## src/wdt_gpio_map.svh

```systemverilog
`ifndef WDT_GPIO_MAP_SVH
`define WDT_GPIO_MAP_SVH

// Configuration index values, as written to the index port.
`define IDX_LDN_SELECT      8'h07
`define IDX_ACTIVATE        8'h30
`define IDX_PORT_DIR        8'he0
`define IDX_PORT_DATA       8'he1
`define IDX_UNIT_SELECT     8'hf5
`define IDX_TIMEOUT_COUNT   8'hf6

// Keys and the logical device that holds this block.
`define CFG_UNLOCK_KEY      8'h87
`define CFG_LOCK_KEY        8'haa
`define LDN_THIS_DEVICE     8'h08

// Field positions.
`define ACT_WATCHDOG_BIT    0
`define UNIT_MINUTE_BIT     3

// Reset values.
`define RST_INDEX           8'h00
`define RST_LDN             8'h00
`define RST_ACTIVATE        8'h00
`define RST_PORT_DIR        8'hff
`define RST_PORT_DATA       8'h00
`define RST_UNIT            8'h00
`define RST_COUNT           8'h00

// Timing: one count unit is a second or a minute of the 200 MHz clock.
`define CLK_PERIOD_NS       5
`define SECOND_NS           1000000000
`define SECONDS_PER_MINUTE  60
`define RESET_PULSE_CYCLES  16

`endif

```

## src/wdt_gpio_pkg.sv

```systemverilog
package wdt_gpio_pkg;

	// One access from the host to the index or data port.
	typedef struct packed {
		logic       wr;
		logic       rd;
		logic       is_data;
		logic [7:0] wdata;
	} io_req_t;

	// Configuration lock sequence.
	typedef enum logic [1:0] {
		CFG_LOCKED   = 2'b00,
		CFG_HALF_KEY = 2'b01,
		CFG_OPEN     = 2'b10
	} cfg_state_t;

endpackage

```

## src/superio_watchdog_gpio.sv

```systemverilog
`timescale 1ns/1ps
`include "wdt_gpio_map.svh"

module superio_watchdog_gpio #(
	parameter int TICK_CYCLES   = `SECOND_NS / `CLK_PERIOD_NS,
	parameter int PULSE_CYCLES  = `RESET_PULSE_CYCLES
) (
	input  wire logic                   sys_clk,
	input  wire logic                   srst,
	input  wire wdt_gpio_pkg::io_req_t  io_req,
	output logic [7:0]                  io_rdata,
	input  wire logic [7:0]             general_io_port_five_in,
	output logic [7:0]                  general_io_port_five_out,
	output logic [7:0]                  general_io_port_five_oe,
	output logic                        system_reset_out
);

	wdt_gpio_pkg::cfg_state_t cfg_state;
	logic [7:0]  index;
	logic [7:0]  ldn;
	logic [7:0]  activate;
	logic [7:0]  port_dir;
	logic [7:0]  port_data;
	logic [7:0]  unit_sel;
	logic [7:0]  count;
	logic [7:0]  pin_meta;
	logic [7:0]  pin_sync;
	logic [31:0] prescale;
	logic [5:0]  sec_in_min;
	logic [7:0]  pulse_left;
	logic        sec_tick;
	logic        unit_tick;
	logic        idx_wr;
	logic        reg_wr;
	logic        dev_wr;
	logic        count_wr;
	logic        wdt_on;
	logic        expire;
	logic [7:0]  next_rdata;

	// Decode of host writes; device registers only answer when this device is selected.
	assign idx_wr   = io_req.wr && !io_req.is_data;
	assign reg_wr   = io_req.wr && io_req.is_data && (cfg_state == wdt_gpio_pkg::CFG_OPEN);
	assign dev_wr   = reg_wr && (ldn == `LDN_THIS_DEVICE);
	assign count_wr = dev_wr && (index == `IDX_TIMEOUT_COUNT);
	assign wdt_on   = activate[`ACT_WATCHDOG_BIT];

	// Lock sequence: two unlock keys in a row open the registers, the lock key closes them.
	always_ff @(posedge sys_clk) begin
		if (srst) begin
			cfg_state <= wdt_gpio_pkg::CFG_LOCKED;
		end else if (idx_wr) begin
			unique case (cfg_state)
				wdt_gpio_pkg::CFG_LOCKED: begin
					if (io_req.wdata == `CFG_UNLOCK_KEY) cfg_state <= wdt_gpio_pkg::CFG_HALF_KEY;
				end
				wdt_gpio_pkg::CFG_HALF_KEY: begin
					cfg_state <= (io_req.wdata == `CFG_UNLOCK_KEY) ? wdt_gpio_pkg::CFG_OPEN
					                                              : wdt_gpio_pkg::CFG_LOCKED;
				end
				wdt_gpio_pkg::CFG_OPEN: begin
					if (io_req.wdata == `CFG_LOCK_KEY) cfg_state <= wdt_gpio_pkg::CFG_LOCKED;
				end
				default: cfg_state <= wdt_gpio_pkg::CFG_LOCKED;
			endcase
		end
	end

	// Index register; while locked the index port only watches for keys.
	always_ff @(posedge sys_clk) begin
		if (srst) begin
			index <= `RST_INDEX;
		end else if (idx_wr && cfg_state == wdt_gpio_pkg::CFG_OPEN) begin
			index <= io_req.wdata;
		end
	end

	// Logical device select is global and reachable whichever device is chosen.
	always_ff @(posedge sys_clk) begin
		if (srst) begin
			ldn <= `RST_LDN;
		end else if (reg_wr && index == `IDX_LDN_SELECT) begin
			ldn <= io_req.wdata;
		end
	end

	// Device configuration registers.
	always_ff @(posedge sys_clk) begin
		if (srst) begin
			activate  <= `RST_ACTIVATE;
			port_dir  <= `RST_PORT_DIR;
			port_data <= `RST_PORT_DATA;
			unit_sel  <= `RST_UNIT;
		end else if (dev_wr) begin
			if (index == `IDX_ACTIVATE)    activate  <= io_req.wdata;
			if (index == `IDX_PORT_DIR)    port_dir  <= io_req.wdata;
			if (index == `IDX_PORT_DATA)   port_data <= io_req.wdata;
			if (index == `IDX_UNIT_SELECT) unit_sel  <= io_req.wdata;
		end
	end

	// Pins come from outside the clock domain, so they pass two flip-flops.
	always_ff @(posedge sys_clk) begin
		if (srst) begin
			pin_meta <= 8'h00;
			pin_sync <= 8'h00;
		end else begin
			pin_meta <= general_io_port_five_in;
			pin_sync <= pin_meta;
		end
	end

	// A set direction bit releases the pin; a clear one drives the data bit.
	assign general_io_port_five_oe  = ~port_dir;
	assign general_io_port_five_out = port_data;

	// Read data: input bits show the pins, output bits show the written value.
	always_comb begin
		next_rdata = 8'h00;
		if (!io_req.is_data) begin
			next_rdata = index;
		end else if (cfg_state == wdt_gpio_pkg::CFG_OPEN) begin
			if (index == `IDX_LDN_SELECT) begin
				next_rdata = ldn;
			end else if (ldn == `LDN_THIS_DEVICE) begin
				unique case (index)
					`IDX_ACTIVATE:      next_rdata = activate;
					`IDX_PORT_DIR:      next_rdata = port_dir;
					`IDX_PORT_DATA:     next_rdata = (port_dir & pin_sync) | (~port_dir & port_data);
					`IDX_UNIT_SELECT:   next_rdata = unit_sel;
					`IDX_TIMEOUT_COUNT: next_rdata = count;
					default:            next_rdata = 8'h00;
				endcase
			end
		end
	end

	// Read answers are registered and stand until the next read.
	always_ff @(posedge sys_clk) begin
		if (srst) begin
			io_rdata <= 8'h00;
		end else if (io_req.rd) begin
			io_rdata <= next_rdata;
		end
	end

	// Second prescaler; a count write restarts it so the first unit is a full one.
	always_ff @(posedge sys_clk) begin
		if (srst || count_wr) begin
			prescale <= 32'h0000_0000;
		end else if (prescale == 32'(TICK_CYCLES - 1)) begin
			prescale <= 32'h0000_0000;
		end else begin
			prescale <= prescale + 32'h0000_0001;
		end
	end
	assign sec_tick = (prescale == 32'(TICK_CYCLES - 1));

	// Minute divider built from second ticks.
	always_ff @(posedge sys_clk) begin
		if (srst || count_wr) begin
			sec_in_min <= 6'h00;
		end else if (sec_tick) begin
			sec_in_min <= (sec_in_min == 6'(`SECONDS_PER_MINUTE - 1)) ? 6'h00 : sec_in_min + 6'h01;
		end
	end

	// Unit tick follows the minute bit of the unit register.
	assign unit_tick = unit_sel[`UNIT_MINUTE_BIT]
	                 ? (sec_tick && sec_in_min == 6'(`SECONDS_PER_MINUTE - 1))
	                 : sec_tick;
	assign expire = wdt_on && (count == 8'h01) && unit_tick && !count_wr;

	// Countdown. A host write always wins over a decrement in the same cycle.
	always_ff @(posedge sys_clk) begin
		if (srst) begin
			count <= `RST_COUNT;
		end else if (count_wr) begin
			count <= io_req.wdata;
		end else if (wdt_on && count != 8'h00 && unit_tick) begin
			count <= count - 8'h01;
		end
	end

	// Reset pulse of fixed length; a zero count never fires, it means stopped.
	always_ff @(posedge sys_clk) begin
		if (srst) begin
			pulse_left <= 8'h00;
		end else if (expire) begin
			pulse_left <= 8'(PULSE_CYCLES);
		end else if (pulse_left != 8'h00) begin
			pulse_left <= pulse_left - 8'h01;
		end
	end
	assign system_reset_out = (pulse_left != 8'h00);

	// Checks on the behaviour of the block.
	a_reset_on_expiry: assert property (@(posedge sys_clk) disable iff (srst)
		expire |=> system_reset_out [*2])
		else $error("Watchdog expiry did not raise system reset.");

	a_reset_has_cause: assert property (@(posedge sys_clk) disable iff (srst)
		$rose(system_reset_out) |-> $past(wdt_on) && $past(count) == 8'h01)
		else $error("System reset rose without an expiring watchdog.");

	a_second_unit: assert property (@(posedge sys_clk) disable iff (srst)
		(unit_sel == 8'h00 && wdt_on && count != 8'h00 && sec_tick && !count_wr)
		|=> count == $past(count) - 8'h01)
		else $error("Second unit did not decrement the count.");

	a_minute_unit: assert property (@(posedge sys_clk) disable iff (srst)
		(unit_sel == 8'h08 && unit_tick) |-> sec_in_min == 6'h3b)
		else $error("Minute unit ticked before sixty seconds.");

	a_count_load: assert property (@(posedge sys_clk) disable iff (srst)
		count_wr |=> count == $past(io_req.wdata))
		else $error("Count write did not load the countdown.");

	a_count_restart: assert property (@(posedge sys_clk) disable iff (srst)
		(count_wr && wdt_on && io_req.wdata > 8'h01) |=> !expire [*2])
		else $error("Restarted watchdog expired at once.");

	a_stop_no_reset: assert property (@(posedge sys_clk) disable iff (srst)
		(!wdt_on && !system_reset_out) |=> !system_reset_out)
		else $error("Inactive watchdog raised a reset.");

	a_dir_sets_oe: assert property (@(posedge sys_clk) disable iff (srst)
		(dev_wr && index == `IDX_PORT_DIR) |=> general_io_port_five_oe == ~$past(io_req.wdata))
		else $error("Direction write did not set pin drive.");

	a_data_drives: assert property (@(posedge sys_clk) disable iff (srst)
		(dev_wr && index == `IDX_PORT_DATA) |=> general_io_port_five_out == $past(io_req.wdata))
		else $error("Data write did not reach the pins.");

	a_input_read: assert property (@(posedge sys_clk) disable iff (srst)
		(io_req.rd && io_req.is_data && cfg_state == wdt_gpio_pkg::CFG_OPEN
		 && ldn == `LDN_THIS_DEVICE && index == `IDX_PORT_DATA && port_dir == 8'hff)
		|=> io_rdata == $past(pin_sync))
		else $error("Input read did not return pin levels.");

	a_locked_ignore: assert property (@(posedge sys_clk) disable iff (srst)
		(cfg_state == wdt_gpio_pkg::CFG_LOCKED) |=> $stable(port_dir) && $stable(activate))
		else $error("Locked configuration accepted a write.");

	a_activate_on: assert property (@(posedge sys_clk) disable iff (srst)
		(dev_wr && index == `IDX_ACTIVATE && io_req.wdata == 8'h01) |=> wdt_on)
		else $error("Activation write did not start the watchdog.");

	c_expiry: cover property (@(posedge sys_clk) disable iff (srst) expire);
	c_unlock: cover property (@(posedge sys_clk) disable iff (srst)
		cfg_state == wdt_gpio_pkg::CFG_HALF_KEY ##1 cfg_state == wdt_gpio_pkg::CFG_OPEN);
	c_input_read: cover property (@(posedge sys_clk) disable iff (srst)
		io_req.rd && index == `IDX_PORT_DATA && port_dir == 8'hff);
	c_stop: cover property (@(posedge sys_clk) disable iff (srst) $fell(wdt_on) && count != 8'h00);

endmodule // superio_watchdog_gpio

```

## config.mk

```make
export PLATFORM = sky130hd
export DESIGN_NAME = superio_watchdog_gpio
export DESIGN_NICKNAME = d
export VERILOG_FILES = /design/src/wdt_gpio_pkg.sv /design/src/superio_watchdog_gpio.sv
export VERILOG_INCLUDE_DIRS = /design/src
export SDC_FILE = /design/constraint.sdc
export NUM_CORES = 1
export LEC_CHECK = 0
export ABC_AREA = 1
export BUFFER_PORTS_ARGS = -buffer_cell sky130_fd_sc_hd__buf_2
export CAP_MARGIN = 0
export CORE_AREA = 10 10 139 141
export DETAILED_ROUTE_END_ITERATION = 12
export DIE_AREA = 0 0 149 151
export GPL_TIMING_DRIVEN = 0
export SLEW_MARGIN = 20
export SYNTH_ARGS = -nofsm -noshare
export SYNTH_HDL_FRONTEND = slang
export SYNTH_SLANG_ARGS = --single-unit
```

## constraint.sdc

```tcl
create_clock -name sys_clk -period 1.6 [get_ports sys_clk]
set_input_delay 0.16 -clock sys_clk [delete_from_list [all_inputs] [get_ports sys_clk]]
set_output_delay 0.16 -clock sys_clk [all_outputs]
set_load 0.05 [all_outputs]
```

Word-level counts from Yosys, hierarchy flattened
Cells that the tools add are included.
- flip-flop bits (word level): 128
- input bits: 21
- output and inout bits: 25
- word-level logic and storage cells: 82
- add/sub/neg operators: 4
- equal/unequal tests: 16
- multiplexer cells: 15
- bitwise gates (word level): 4
- reductions and logical operators: 28
- operator list (operator ; count):
    8-bit == test, second input constant ; 6
    8-bit 2-to-1 mux ; 6
    8-bit one-hot mux with 5 select lines ; 1
    32-bit by 1-bit adder with 32-bit output, second input constant ; 1
    32-bit by 28-bit == test with 1-bit output, second input constant ; 1
    8-bit AND ; 2
    8-bit nonzero test ; 2
    8-bit by 1-bit subtractor with 8-bit output, second input constant ; 2
    1-bit logical AND ; 13
    5-bit 2-to-1 mux ; 2
    8-bit by 1-bit == test with 1-bit output, second input constant ; 1
    8-bit by 3-bit == test with 1-bit output, second input constant ; 1
    8-bit by 4-bit == test with 1-bit output, second input constant ; 1
    8-bit by 6-bit == test with 1-bit output, second input constant ; 1
    8-bit NOT ; 1
    8-bit bitwise OR ; 1
    2-bit AND reduction ; 4
    6-bit by 1-bit adder with 6-bit output, second input constant ; 1
    6-bit == test, second input constant ; 1
    2-bit 2-to-1 mux ; 3
    6-bit 2-to-1 mux ; 1
    2-bit one-hot mux with 3 select lines ; 1
    2-bit inequality test, second input constant ; 2
    2-bit nonzero test ; 2
    other kinds (8) ; 10

Depth between registers and ports, before layout
Gate-level depths: netlist (run 1).
- depth after elaboration: 8
- gate-level depth with buffers: 12
- depth with buffers taken out: 12

Worst setup path before layout (run 1)
Ideal clock, no wire load.
- path type: flip-flop to flip-flop
- start: register pulse_left[0]
- end: register pulse_left[4]
- setup time: 132 ps
- data arrival time: 1486 ps
- required time: 1468 ps
- slack: -18 ps
- cell stages (with the launch flop): 10
- buffers on the path: 0
- clock period less this slack: 1618 ps
- cell sequence: dfxtp_1 inv_1 ha_1 inv_1 nor2_1 inv_1 nor2_2 inv_1 nand3_1 a21oi_1
- elaborated cells on any way between the ends: 5
- classes of those cells: 1 x add/sub; 2 x mux; 2 x reduce/logical
- RTL lines (item ; line ; RTL):
    from (decl) ; superio_watchdog_gpio.sv:30 ; logic [7:0] pulse_left;
    from (signal assigned) ; superio_watchdog_gpio.sv:190 ; pulse_left <= 8'(PULSE_CYCLES);
    from (signal assigned) ; superio_watchdog_gpio.sv:192 ; pulse_left <= pulse_left - 8'h01;
    8-bit nonzero test ; -- ;
    named net system_reset_out ; superio_watchdog_gpio.sv:15 ; output logic system_reset_out
    2-bit nonzero test (no source line) ; -- ;
The timed path passes the listed nets, and every way through them passes these cells. The select of a mux whose other input is x is not followed.
A chain may end at the register's enable or synchronous reset.

Worst setup path in the final report (run 1)
- start: register pulse_left[2]
- end: output port system_reset_out
- word-level cells in the longest chain between the ends: 1
- RTL lines (item ; line ; RTL):
    8-bit nonzero test ; superio_watchdog_gpio.sv:195 ; assign system_reset_out = (pulse_left != 8'h00);
    to (decl) ; superio_watchdog_gpio.sv:15 ;
Every way passes these cells.

==> results of run 1 <==
synthesized netlist by cell type (all sizes together):
| library cell | number |
|---|---|
| o21ai | 67 |
| a21oi | 85 |
| xnor2 | 7 |
| nand4 | 17 |
| nor3 | 20 |
| nand3 | 96 |
| ha | 6 |
| dfxtp | 128 |
| clkbuf | 6 |
| or2 | 2 |
| o31ai | 1 |
| nor4 | 2 |
| clkinv | 1 |
| nand2 | 193 |
| o21bai | 11 |
| buf | 17 |
| nor3b | 1 |
| xor2 | 21 |
| nor2 | 116 |
| inv | 131 |
worst min-delay path: cells and delay by family:
family / cells / cell delay (ns)
compound gates: 2 / 0.14
buf+inv: 1 / 0.15
through the flow:
| step | power, µW | instance area [µm²] | worst slack, ns | setup TNS (ns) |
|---|---|---|---|---|
| after detailed placement | 4342 | 6972 | -0.2477 | -9.582 |
| after floorplan | 4117 | 6476 | 0.008190 | 0 |
| after CTS | 8674 | 8170 | -0.09951 | -0.8259 |
| after global placement | 4325 | 6972 | -0.2362 | -9.022 |
| final | 8736 | 8775 | -0.1323 | -1.299 |
| after global routing | 9109 | 8775 | -0.2169 | -3.708 |
routing by layer:
layer / global-route usage (%) / up-vias / wire length, µm
met2: 26.22 / 163 / 8771
met4: 5.299 / 0 / 338
met5: 0 / - / 0
li1: - / 3251 / -
met3: 4.743 / 28 / 1125
met1: 22.80 / 2985 / 9146
worst paths after layout:
check / slack [ns] / to / depth (start not counted)
max: -0.13 / system_reset_out / 6
min: 0.06 / port_dir[0] / 3
max reg2reg: -0.11 / pulse_left[2] / 9
min reg2reg: 0.40 / pin_sync[5] / 2
registers in the layout, summed over array words and instances, names as in the netlist:
signal                    count
activate                      8
cfg_state                     2
count                         8
general_io_port_five_out      8
index                         8
io_rdata                      8
ldn                           8
pin_meta                      8
pin_sync                      8
port_dir                      8
prescale                     32
pulse_left                    8
sec_in_min                    6
unit_sel                      8
cell type report:
type	count	area [µm²]	share of cell area (%)
timing repair buffer	105	768.2	8.755
clock inverter	15	183.9	2.096
clock buffer	17	425.4	4.848
inverter	132	514.2	5.861
sequential	128	2620	29.86
multi-input combinational	647	3815	43.48
tap	220	275.3	3.137
buffer	22	172.7	1.968
report_power, final:
part           total [µW]  internal [µW]  switching (µW)
combinational        1320            574             749
clock                4040           2470            1570
sequential           3380           3300            74.2
total                8740           6350            2390
repair_timing:
item	4_1_cts	5_1_grt
resized for setup	67	133
pin swaps	26	39
setup endpoints to repair	84	89
cloned	1	4
hold buffers	8	0
setup buffers	28	22
endpoints found under the hold margin	8	0
logic make-up (layout without fill, tap and decap cells):
| family | count (synthesis) | in the layout | share of synthesized area (%) |
|---|---|---|---|
| fa+ha+maj | 6 | 6 | 1.163 |
| simple gates | 447 | 449 | 32.20 |
| buf+inv | 155 | 291 | 9.979 |
| compound gates | 164 | 164 | 13.18 |
| xor+xnor | 28 | 28 | 3.798 |
| flops | 128 | 128 | 39.68 |
==> flow_summary.ini, run 1 <==
[run_status]
status = complete, but fails checks
violations = negative setup slack

[power]
p_leak_uw = 0.004113
ir_drop_uv = 786.1
cellPowerDensity_mw_per_mm2 = 995.6

[floorplanning]
coreArea_mm2 = 0.01647
die_x_um = 149
rows = 47
start_util_pct = 39.22
io_pins = 46
die_h_um = 151
die_area_mm2 = 0.02250

[route]
vias_per_cell = 4.998
ant_nets = 0
drc = 0
drt_pre_antenna_iters = 5
post_drt_wl_per_cell_um = 15.07
routed_wl_um = 19380
drt_first_iter_violations = 399
num_vias = 6427

[worst_setup_path]
endpoint_kind = output pin
start_kind = flip-flop
max_stage_delay_ns = 0.33
worstSetupStartpoint = pulse_left[2]
regToRegStartpoint = prescale[17]
worst_path_most_repeated_cell = nor2_4
worstPathCellList = or2_1, nor2_4, inv_2, nor2_4, clkinvlp_4, buf_8
path_delay_family = simple AND/OR/NAND/NOR gates
cp_max_fo = 3
critical_path_class = flip-flop to output pin
crit_required_ns = 1.44
crit_slowest_cell = dfxtp_2
crit_arrival_ns = 1.57
worst-path-buf-inv = 3

[global_routing]
grt_overflow = 0
grt_pass1_wl_um = 30750
grt_max_degree = 17
grt_antenna_before_repair = 0
grt_use_total_pct = 17.09
grt_pass1_vias = 6061

[final_layout]
final_cell_mix = nand2_1, inv_1, dfxtp_1
final_nets = 1080
postLayoutCoreUtil_pct = 53.29
nFillCells = 1593
drive_gt1_share_pct = 30.30
stdcell_count = 1286
final_common_cell = nand2_1
area_growth_pct = 35.88
n_antenna_cell = 0

[flow_run]
cap_violations = 0

[synth]
syn_inst = 928
synth_area_mm2 = 0.006457
syn-num-nets = 955
synthTopCellsByArea = dfxtp_1, nand2_1, nand3_1
ys_warn_count = 0
ys_ff_latch = 128
synth_cell_types = 33
synth-seq-area-share_pct = 39.68
avgSynthCellArea_um2 = 6.958
yosys.area.top_type = dfxtp_1
synth_top_area_share_pct = 39.68

[clocking]
numCtsBuffers = 17
tritoncts = yes
cts_max_level = 4
cts_sinks = 128
cts_buffer_depth = 2
ctsRootBufferMaster = clkbuf_16
clkLatencyLatePin_ns = 0.43
clkTransAtPathRegs_ns = 0.06

[placed_design]
placedCellCount = 1192
dpl.hpwl_um = 13190
place_congestion = 0.8770
numPortBuffers = 44

[sta]
finalClockSkew_ns = 0.01283
setup_ws_ns = -0.1323
maxSlewHeadroom_pct = 60.22
post-route-period-util_pct = 108.3
finalCriticalPeriod_ns = 1.732
drv_slew = 0
worst_pin_slew_ns = 0.5967
rsz0062_at_grt = true
setup-violations-final = 28
finalHoldViolCount = 0
max_freq_mhz = 577.3
holdWs_ns = 0.06009

[hold_path]
hp-class = input port to flip-flop
hp-start = io_req[0]
Note: power is estimated with default switching activity, not from simulation.
==> inputs of run 2 (changes only) <==
--- a/config.mk
+++ b/config.mk
@@ -6,12 +6,11 @@
 export SDC_FILE = /design/constraint.sdc
 export NUM_CORES = 1
 export LEC_CHECK = 0
-export ABC_AREA = 1
 export BUFFER_PORTS_ARGS = -buffer_cell sky130_fd_sc_hd__buf_2
 export CAP_MARGIN = 0
-export CORE_AREA = 10 10 139 141
+export CORE_AREA = 10 10 141 143
 export DETAILED_ROUTE_END_ITERATION = 12
-export DIE_AREA = 0 0 149 151
+export DIE_AREA = 0 0 151 153
 export GPL_TIMING_DRIVEN = 0
 export SLEW_MARGIN = 20
 export SYNTH_ARGS = -nofsm -noshare
==> run 2 against run 1 <==
The run still ends with negative setup slack left. Global-route usage down 2.6 points. Worst hold slack better by 0.012 ns. Clock skew down 0.0041 ns. Cell area down 3.7%. Sequential share of layout area up 1.6 points. Count of clock-buffer cells in the layout up 1. Critical endpoint is now count[7].
==> flow_summary.ini, run 2 <==
[run_status]
status = complete, but fails checks
violations = negative setup slack

[clocking]
numCtsBuffers = 17
cts_max_level = 4
cts_sinks = 128
clkTransAtPathRegs_ns = 0.06
ctsRootBufferMaster = clkbuf_16
clkLatencyLatePin_ns = 0.42
cts_buffer_depth = 2
tritoncts = yes

[synth]
synth_cell_types = 56
synthTopCellsByArea = dfxtp_1, nor2_1, mux2i_1
avgSynthCellArea_um2 = 8.634
syn_inst = 684
syn-num-nets = 711
synth_top_family_by_area = simple AND/OR/NAND/NOR gates
ys_ff_latch = 128
synth_top_area_share_pct = 43.39
synthArstFlopShare_pct = 0
synthMuxAreaShare_pct = 7.458
synth_ff_type = dfxtp_1
yosys.area_share.simple_pct = 26.59
synth.most_common_cell = dfxtp_1
synth_edf_count = 0
synthAdderAreaFrac_pct = 1.271
synth_area_mm2 = 0.005906
synth_compound_area_share_pct = 11.23
ys_warn_count = 0
synth-seq-area-share_pct = 43.39
synth_xor_area_share_pct = 5.339
synthTopCellsByCount = dfxtp_1, nor2_1, nand2_1, clkbuf_1, mux2i_1
yosys.area.top_type = dfxtp_1

[route]
drc = 0
drt_pre_antenna_iters = 5
num_vias = 5432
drt_first_iter_violations = 248
routed_wl_um = 17260
ant_nets = 0
post_drt_wl_per_cell_um = 16.56
vias_per_cell = 5.213

[final_layout]
final_cell_mix = nor2_1, dfxtp_1, buf_4
drive_gt1_share_pct = 36.47
n_antenna_cell = 0
area_growth_pct = 43.03
final_nets = 831
top_register = prescale
final_common_cell = nor2_1
largest_register_ffs = 32

[worst_setup_path]
cp.depth = 6
crit_arrival_ns = 2.47
crit_slowest_cell = or4_4
worst-path-buf-inv = 1
start_kind = flip-flop
max_stage_delay_ns = 0.55
worstPathCellList = nand4_1, or4_4, or2_0, buf_6, or4_1, a311oi_1
critical_path_class = flip-flop to flip-flop
endpoint_kind = flip-flop
crit_required_ns = 1.93
reg2regPathDepth = 6
cp_max_fo = 8
path_delay_family = simple AND/OR/NAND/NOR gates

[hold_path]
hp-class = input port to flip-flop
holdPathStages = 3

[power]
p_int_uw = 6148
power.share.clock_pct = 45.0
cellPowerDensity_mw_per_mm2 = 1004
combPwrFrac_pct = 15.3
ir_drop_uv = 725.4
seqPwrFrac_pct = 39.7
swShare_pct = 27.53
switching_power_uw = 2335
p_leak_uw = 0.003186
total_power_uw = 8484

[sta]
drv_slew = 0
setup_ws_ns = -0.5370
tns_ns = -30.97
rsz0062_at_grt = true
maxSlewHeadroom_pct = 33.87
finalHoldViolCount = 0
setup-violations-final = 101
max_freq_mhz = 467.9
finalClockSkew_ns = 0.008728
post-route-period-util_pct = 133.6
finalCriticalPeriod_ns = 2.137
worst_pin_slew_ns = 0.9920

[floorplanning]
die_area_mm2 = 0.02310
io_pins = 46
die_h_um = 153
coreArea_mm2 = 0.01706
start_util_pct = 34.62
rows = 48
die_x_um = 151

[placed_design]
numPortBuffers = 41
dpl.hpwl_um = 11360
place_congestion = 0.8304
pre_cts_slack_ns = -0.7202

[global_routing]
grt_use_total_pct = 14.45
grt_overflow = 0
grt_pass1_vias = 5231
grt_antenna_before_repair = 0
busiest_layer = met2
grt_pass1_wl_um = 26930
use_met1_pct = 17.79
use_met3_pct = 3.336
grt_max_degree = 17
grt_util_met2_pct = 23.55

[flow_run]
cap_violations = 0
run 2: repair_timing:
item / in CTS / in global routing
gates resized for setup: 68 / 75
endpoints found under the setup margin: 103 / 103
hold endpoints to repair: 8 / 0
buffers inserted: 36 / 19
hold buffers: 8 / 0
gates cloned: 1 / 5
pin swaps: 27 / 31
run 2: worst reg2reg max path, stage by stage (launching register included):
cell,delay (ns)
dfxtp_2,0.36
nand4_1,0.16
or4_4,0.55
or2_0,0.23
buf_6,0.14
or4_1,0.40
a311oi_1,0.20
run 2: cells by family (layout without fill, tap and decap cells):
kind of cell,Yosys count,in the layout
flip-flops,128,128
AO/OA/AOI/OAI,97,97
XOR/XNOR,36,36
AND/OR/NAND/NOR,302,303
buffers and inverters,72,204
multiplexers,43,43
adder cells (fa/ha/maj),6,6
run 2: final cells by class:
type	count	area (µm²)
Tap cell	225	281.5
Clock inverter	14	143.9
Timing Repair Buffer	108	829.5
Sequential cell	128	2656
Inverter	32	127.6
Buffer	32	256.5
Multi-Input combinational cell	485	3712
Fill cell	1613	8610
Clock buffer	18	439.2
run 2: power groups by stage:
stage          clock [µW]  combinational [µW]  sequential [µW]
2_1_floorplan           0                 637             3460
3_3_place_gp            0                 832             3460
3_5_place_dp            0                 850             3460
4_1_cts              3900                1170             3380
5_1_grt              4060                1410             3380
6_report             3820                1300             3370
run 2: metrics by stage:
step	util [%]	hold slack (ns)	cells	instance area, µm²
final	49.52	0.07163	1042	8447
after global routing	49.52	0.06988	1042	8447
after CTS	46.85	0.05369	1022	7991
after detailed placement	40.06	0.3755	950	6833
after global placement	40.06	0.3759	950	6833
after floorplan	-	0.2882	684	6346
run 2: per-layer routing:
layer | vias up | share of wire [%]
met2 | 112 | 48
met3 | 24 | 4.9
met1 | 2612 | 45
met4 | 0 | 2.4
met5 | - | 0
li1 | 2684 | -
run 2: final timing paths:
path | startpoint | endpoint | slack [ns]
setup / recovery | prescale[14] | count[7] | -0.54
hold reg to reg | pin_meta[1] | pin_sync[1] | 0.44
setup reg to reg | prescale[14] | count[7] | -0.54
hold / removal | io_req[4] | index[4] | 0.07
==> inputs of run 3 (changes only) <==
--- a/config.mk
+++ b/config.mk
@@ -6,7 +6,7 @@
 export SDC_FILE = /design/constraint.sdc
 export NUM_CORES = 1
 export LEC_CHECK = 0
-export BUFFER_PORTS_ARGS = -buffer_cell sky130_fd_sc_hd__buf_2
+export BUFFER_PORTS_ARGS = -buffer_cell sky130_fd_sc_hd__clkbuf_2
 export CAP_MARGIN = 0
 export CORE_AREA = 10 10 141 143
 export DETAILED_ROUTE_END_ITERATION = 12
==> run 3 against run 2 <==
Non-clock buffer count is 2 higher. First-iteration DRC count is 4.8% higher. Worst hold slack better by 0.035 ns. Cell count is 0.19% higher. Cell area is 1.6% higher. Count of clock-buffer cells in the layout stayed put. The flow still finishes with violations (negative setup slack). Sequential cell count stayed put. Critical path depth stayed put. Clock skew is 0.0019 ns higher. Die area stayed put.
==> flow_summary.ini, run 3 (synthesized netlist as in run 2, its figures left out) <==
[run_status]
status = complete, but fails checks
violations = negative setup slack

[worst_setup_path]
crit_slowest_cell = or4_4
regToRegStartpoint = prescale[25]
max_stage_delay_ns = 0.57
crit_arrival_ns = 2.48
worstPathCellList = nand4_1, or4_4, or2_4, buf_6, or4_1, a311oi_2
endpoint_kind = flip-flop
worst-path-buf-inv = 1
r2r-end = count[7]
path_delay_family = simple AND/OR/NAND/NOR gates
reg2regPathDepth = 6
critical_path_class = flip-flop to flip-flop
r2r_setup_slack_ns = -0.54
start_kind = flip-flop
cp_max_fo = 6
crit_required_ns = 1.94

[floorplanning]
rows = 48
io_pins = 46
die_x_um = 151
die_h_um = 153
coreArea_mm2 = 0.01706
start_util_pct = 34.62
die_area_mm2 = 0.02310

[final_layout]
fin_area_mm2 = 0.008581
postLayoutCoreUtil_pct = 50.31
final_nets = 833
drive_gt1_share_pct = 38.58
multi_input_area_mm2 = 0.003797
final_cell_mix = dfxtp_1, nor2_1, buf_4
top_register = prescale
largest_register_ffs = 32
nFillCells = 1592
area_growth_pct = 45.30
n_antenna_cell = 0
regArea_mm2 = 0.002639
final_common_cell = dfxtp_1

[route]
drt_pre_antenna_iters = 5
routed_wl_um = 17770
ant_nets = 0
drt_first_iter_violations = 260
drc = 0
vias_per_cell = 5.202
num_vias = 5431
post_drt_wl_per_cell_um = 17.02

[sta]
max_freq_mhz = 467.0
finalClockSkew_ns = 0.01060
finalHoldViolCount = 0
setup_ws_ns = -0.5411
setup-violations-final = 101
rsz0062_at_grt = true
worst_pin_slew_ns = 0.8676
maxSlewHeadroom_pct = 42.16
drv_slew = 0
post-route-period-util_pct = 133.8
finalCriticalPeriod_ns = 2.141

[clocking]
numCtsBuffers = 17
cts_max_level = 4
cts_sinks = 128
cts_buffer_depth = 2
clkTransAtPathRegs_ns = 0.06
clkLatencyLatePin_ns = 0.43
ctsRootBufferMaster = clkbuf_16
tritoncts = yes

[global_routing]
grt_antenna_before_repair = 0
grt_use_total_pct = 14.84
grt_max_degree = 17
grt_overflow = 0
grt_pass1_vias = 5351
grt_pass1_wl_um = 27660

[power]
ir_drop_uv = 757.7
p_leak_uw = 0.003230
total_power_uw = 8648
cellPowerDensity_mw_per_mm2 = 1008

[hold_path]
hp-start = io_req[4]
holdPathStages = 3
holdPathEnd = index[4]
hp-class = input port to flip-flop

[placed_design]
numPortBuffers = 41
dpl_cell_area_mm2 = 0.006833
dpl.hpwl_um = 11360
place_congestion = 0.8252

[flow_run]
cap_violations = 0
-- run 3: cell count changes in the layout (fill, tap and decap cells not counted), moves of 3 or more --
| cell | delta |
|---|---|
| buf_2 | -40 |
| dfxtp_4 | -5 |
| dfxtp_1 | +4 |
| clkbuf_2 | +41 |
| buf_6 | +3 |
| buf_4 | -4 |
| o221ai_4 | +3 |
| a22oi_1 | -4 |
| nor2_2 | +13 |
| nor2_1 | -13 |
| a22oi_2 | +4 |
| o221ai_2 | -3 |
-- run 3: metrics by stage --
| stage | cells | TNS (ns) | hold WS (ns) | setup WS [ns] |
|---|---|---|---|---|
| 6_report | 1044 | -30.80 | 0.1062 | -0.5411 |
| 5_1_grt | 1044 | -38.66 | 0.1307 | -0.5833 |
| 4_1_cts | 1019 | -32.93 | 0.08689 | -0.6208 |
| 3_5_place_dp | 950 | -46.47 | 0.3806 | -0.7075 |
| 3_3_place_gp | 950 | -45.44 | 0.3739 | -0.7215 |
| 2_1_floorplan | 684 | -23.37 | 0.2882 | -0.5164 |
-- run 3: layer usage --
| layer | vias up | GRT usage (%) | part of all wire [%] |
|---|---|---|---|
| met5 | - | 0 | 0 |
| met2 | 108 | 24.32 | 49 |
| li1 | 2687 | - | - |
| met3 | 17 | 4.045 | 4.7 |
| met4 | 0 | 4.493 | 1.5 |
| met1 | 2619 | 18.41 | 44 |
-- run 3: how the worst max path moves through the flow --
stage            startpoint           to  depth (start not counted)
3_3_place_gp       index[2]  io_rdata[5]                          5
5_1_grt        prescale[25]     count[7]                          6
4_1_cts         prescale[0]     count[7]                          7
3_5_place_dp       index[2]  io_rdata[5]                          5
2_1_floorplan   prescale[4]     count[7]                          6
6_report       prescale[25]     count[7]                          6
-- run 3: tightest hold or removal path, delay by kind of cell --
kind	cells	cell delay [ns]
buffers and inverters	1	0.18
AND/OR/NAND/NOR	1	0.09
AO/OA/AOI/OAI	1	0.05
-- run 3: power breakdown --
group / switching (µW) / internal [µW] / leakage, µW
logic: 640 / 609 / 0.00187
registers: 86.3 / 3290 / 0.00106
clock network: 1630 / 2400 / 0.000301
total: 2360 / 6290 / 0.00323
-- run 3: what timing repair did --
action	4_1_cts	5_1_grt
endpoints found under the hold margin	8	0
cloned	2	5
setup endpoints to repair	103	103
buffers inserted	31	23
pin swaps	29	33
gates resized for setup	67	97
hold buffers	8	0
-- run 3: final cells by class --
cell class / count / area share [%]
sequential: 128 / 30.75
multi-input combinational: 485 / 44.25
tap: 225 / 3.281
buffer: 34 / 3.295
timing repair buffer: 108 / 9.857
inverter: 32 / 1.458
clock buffer: 18 / 5.118
clock inverter: 14 / 1.983
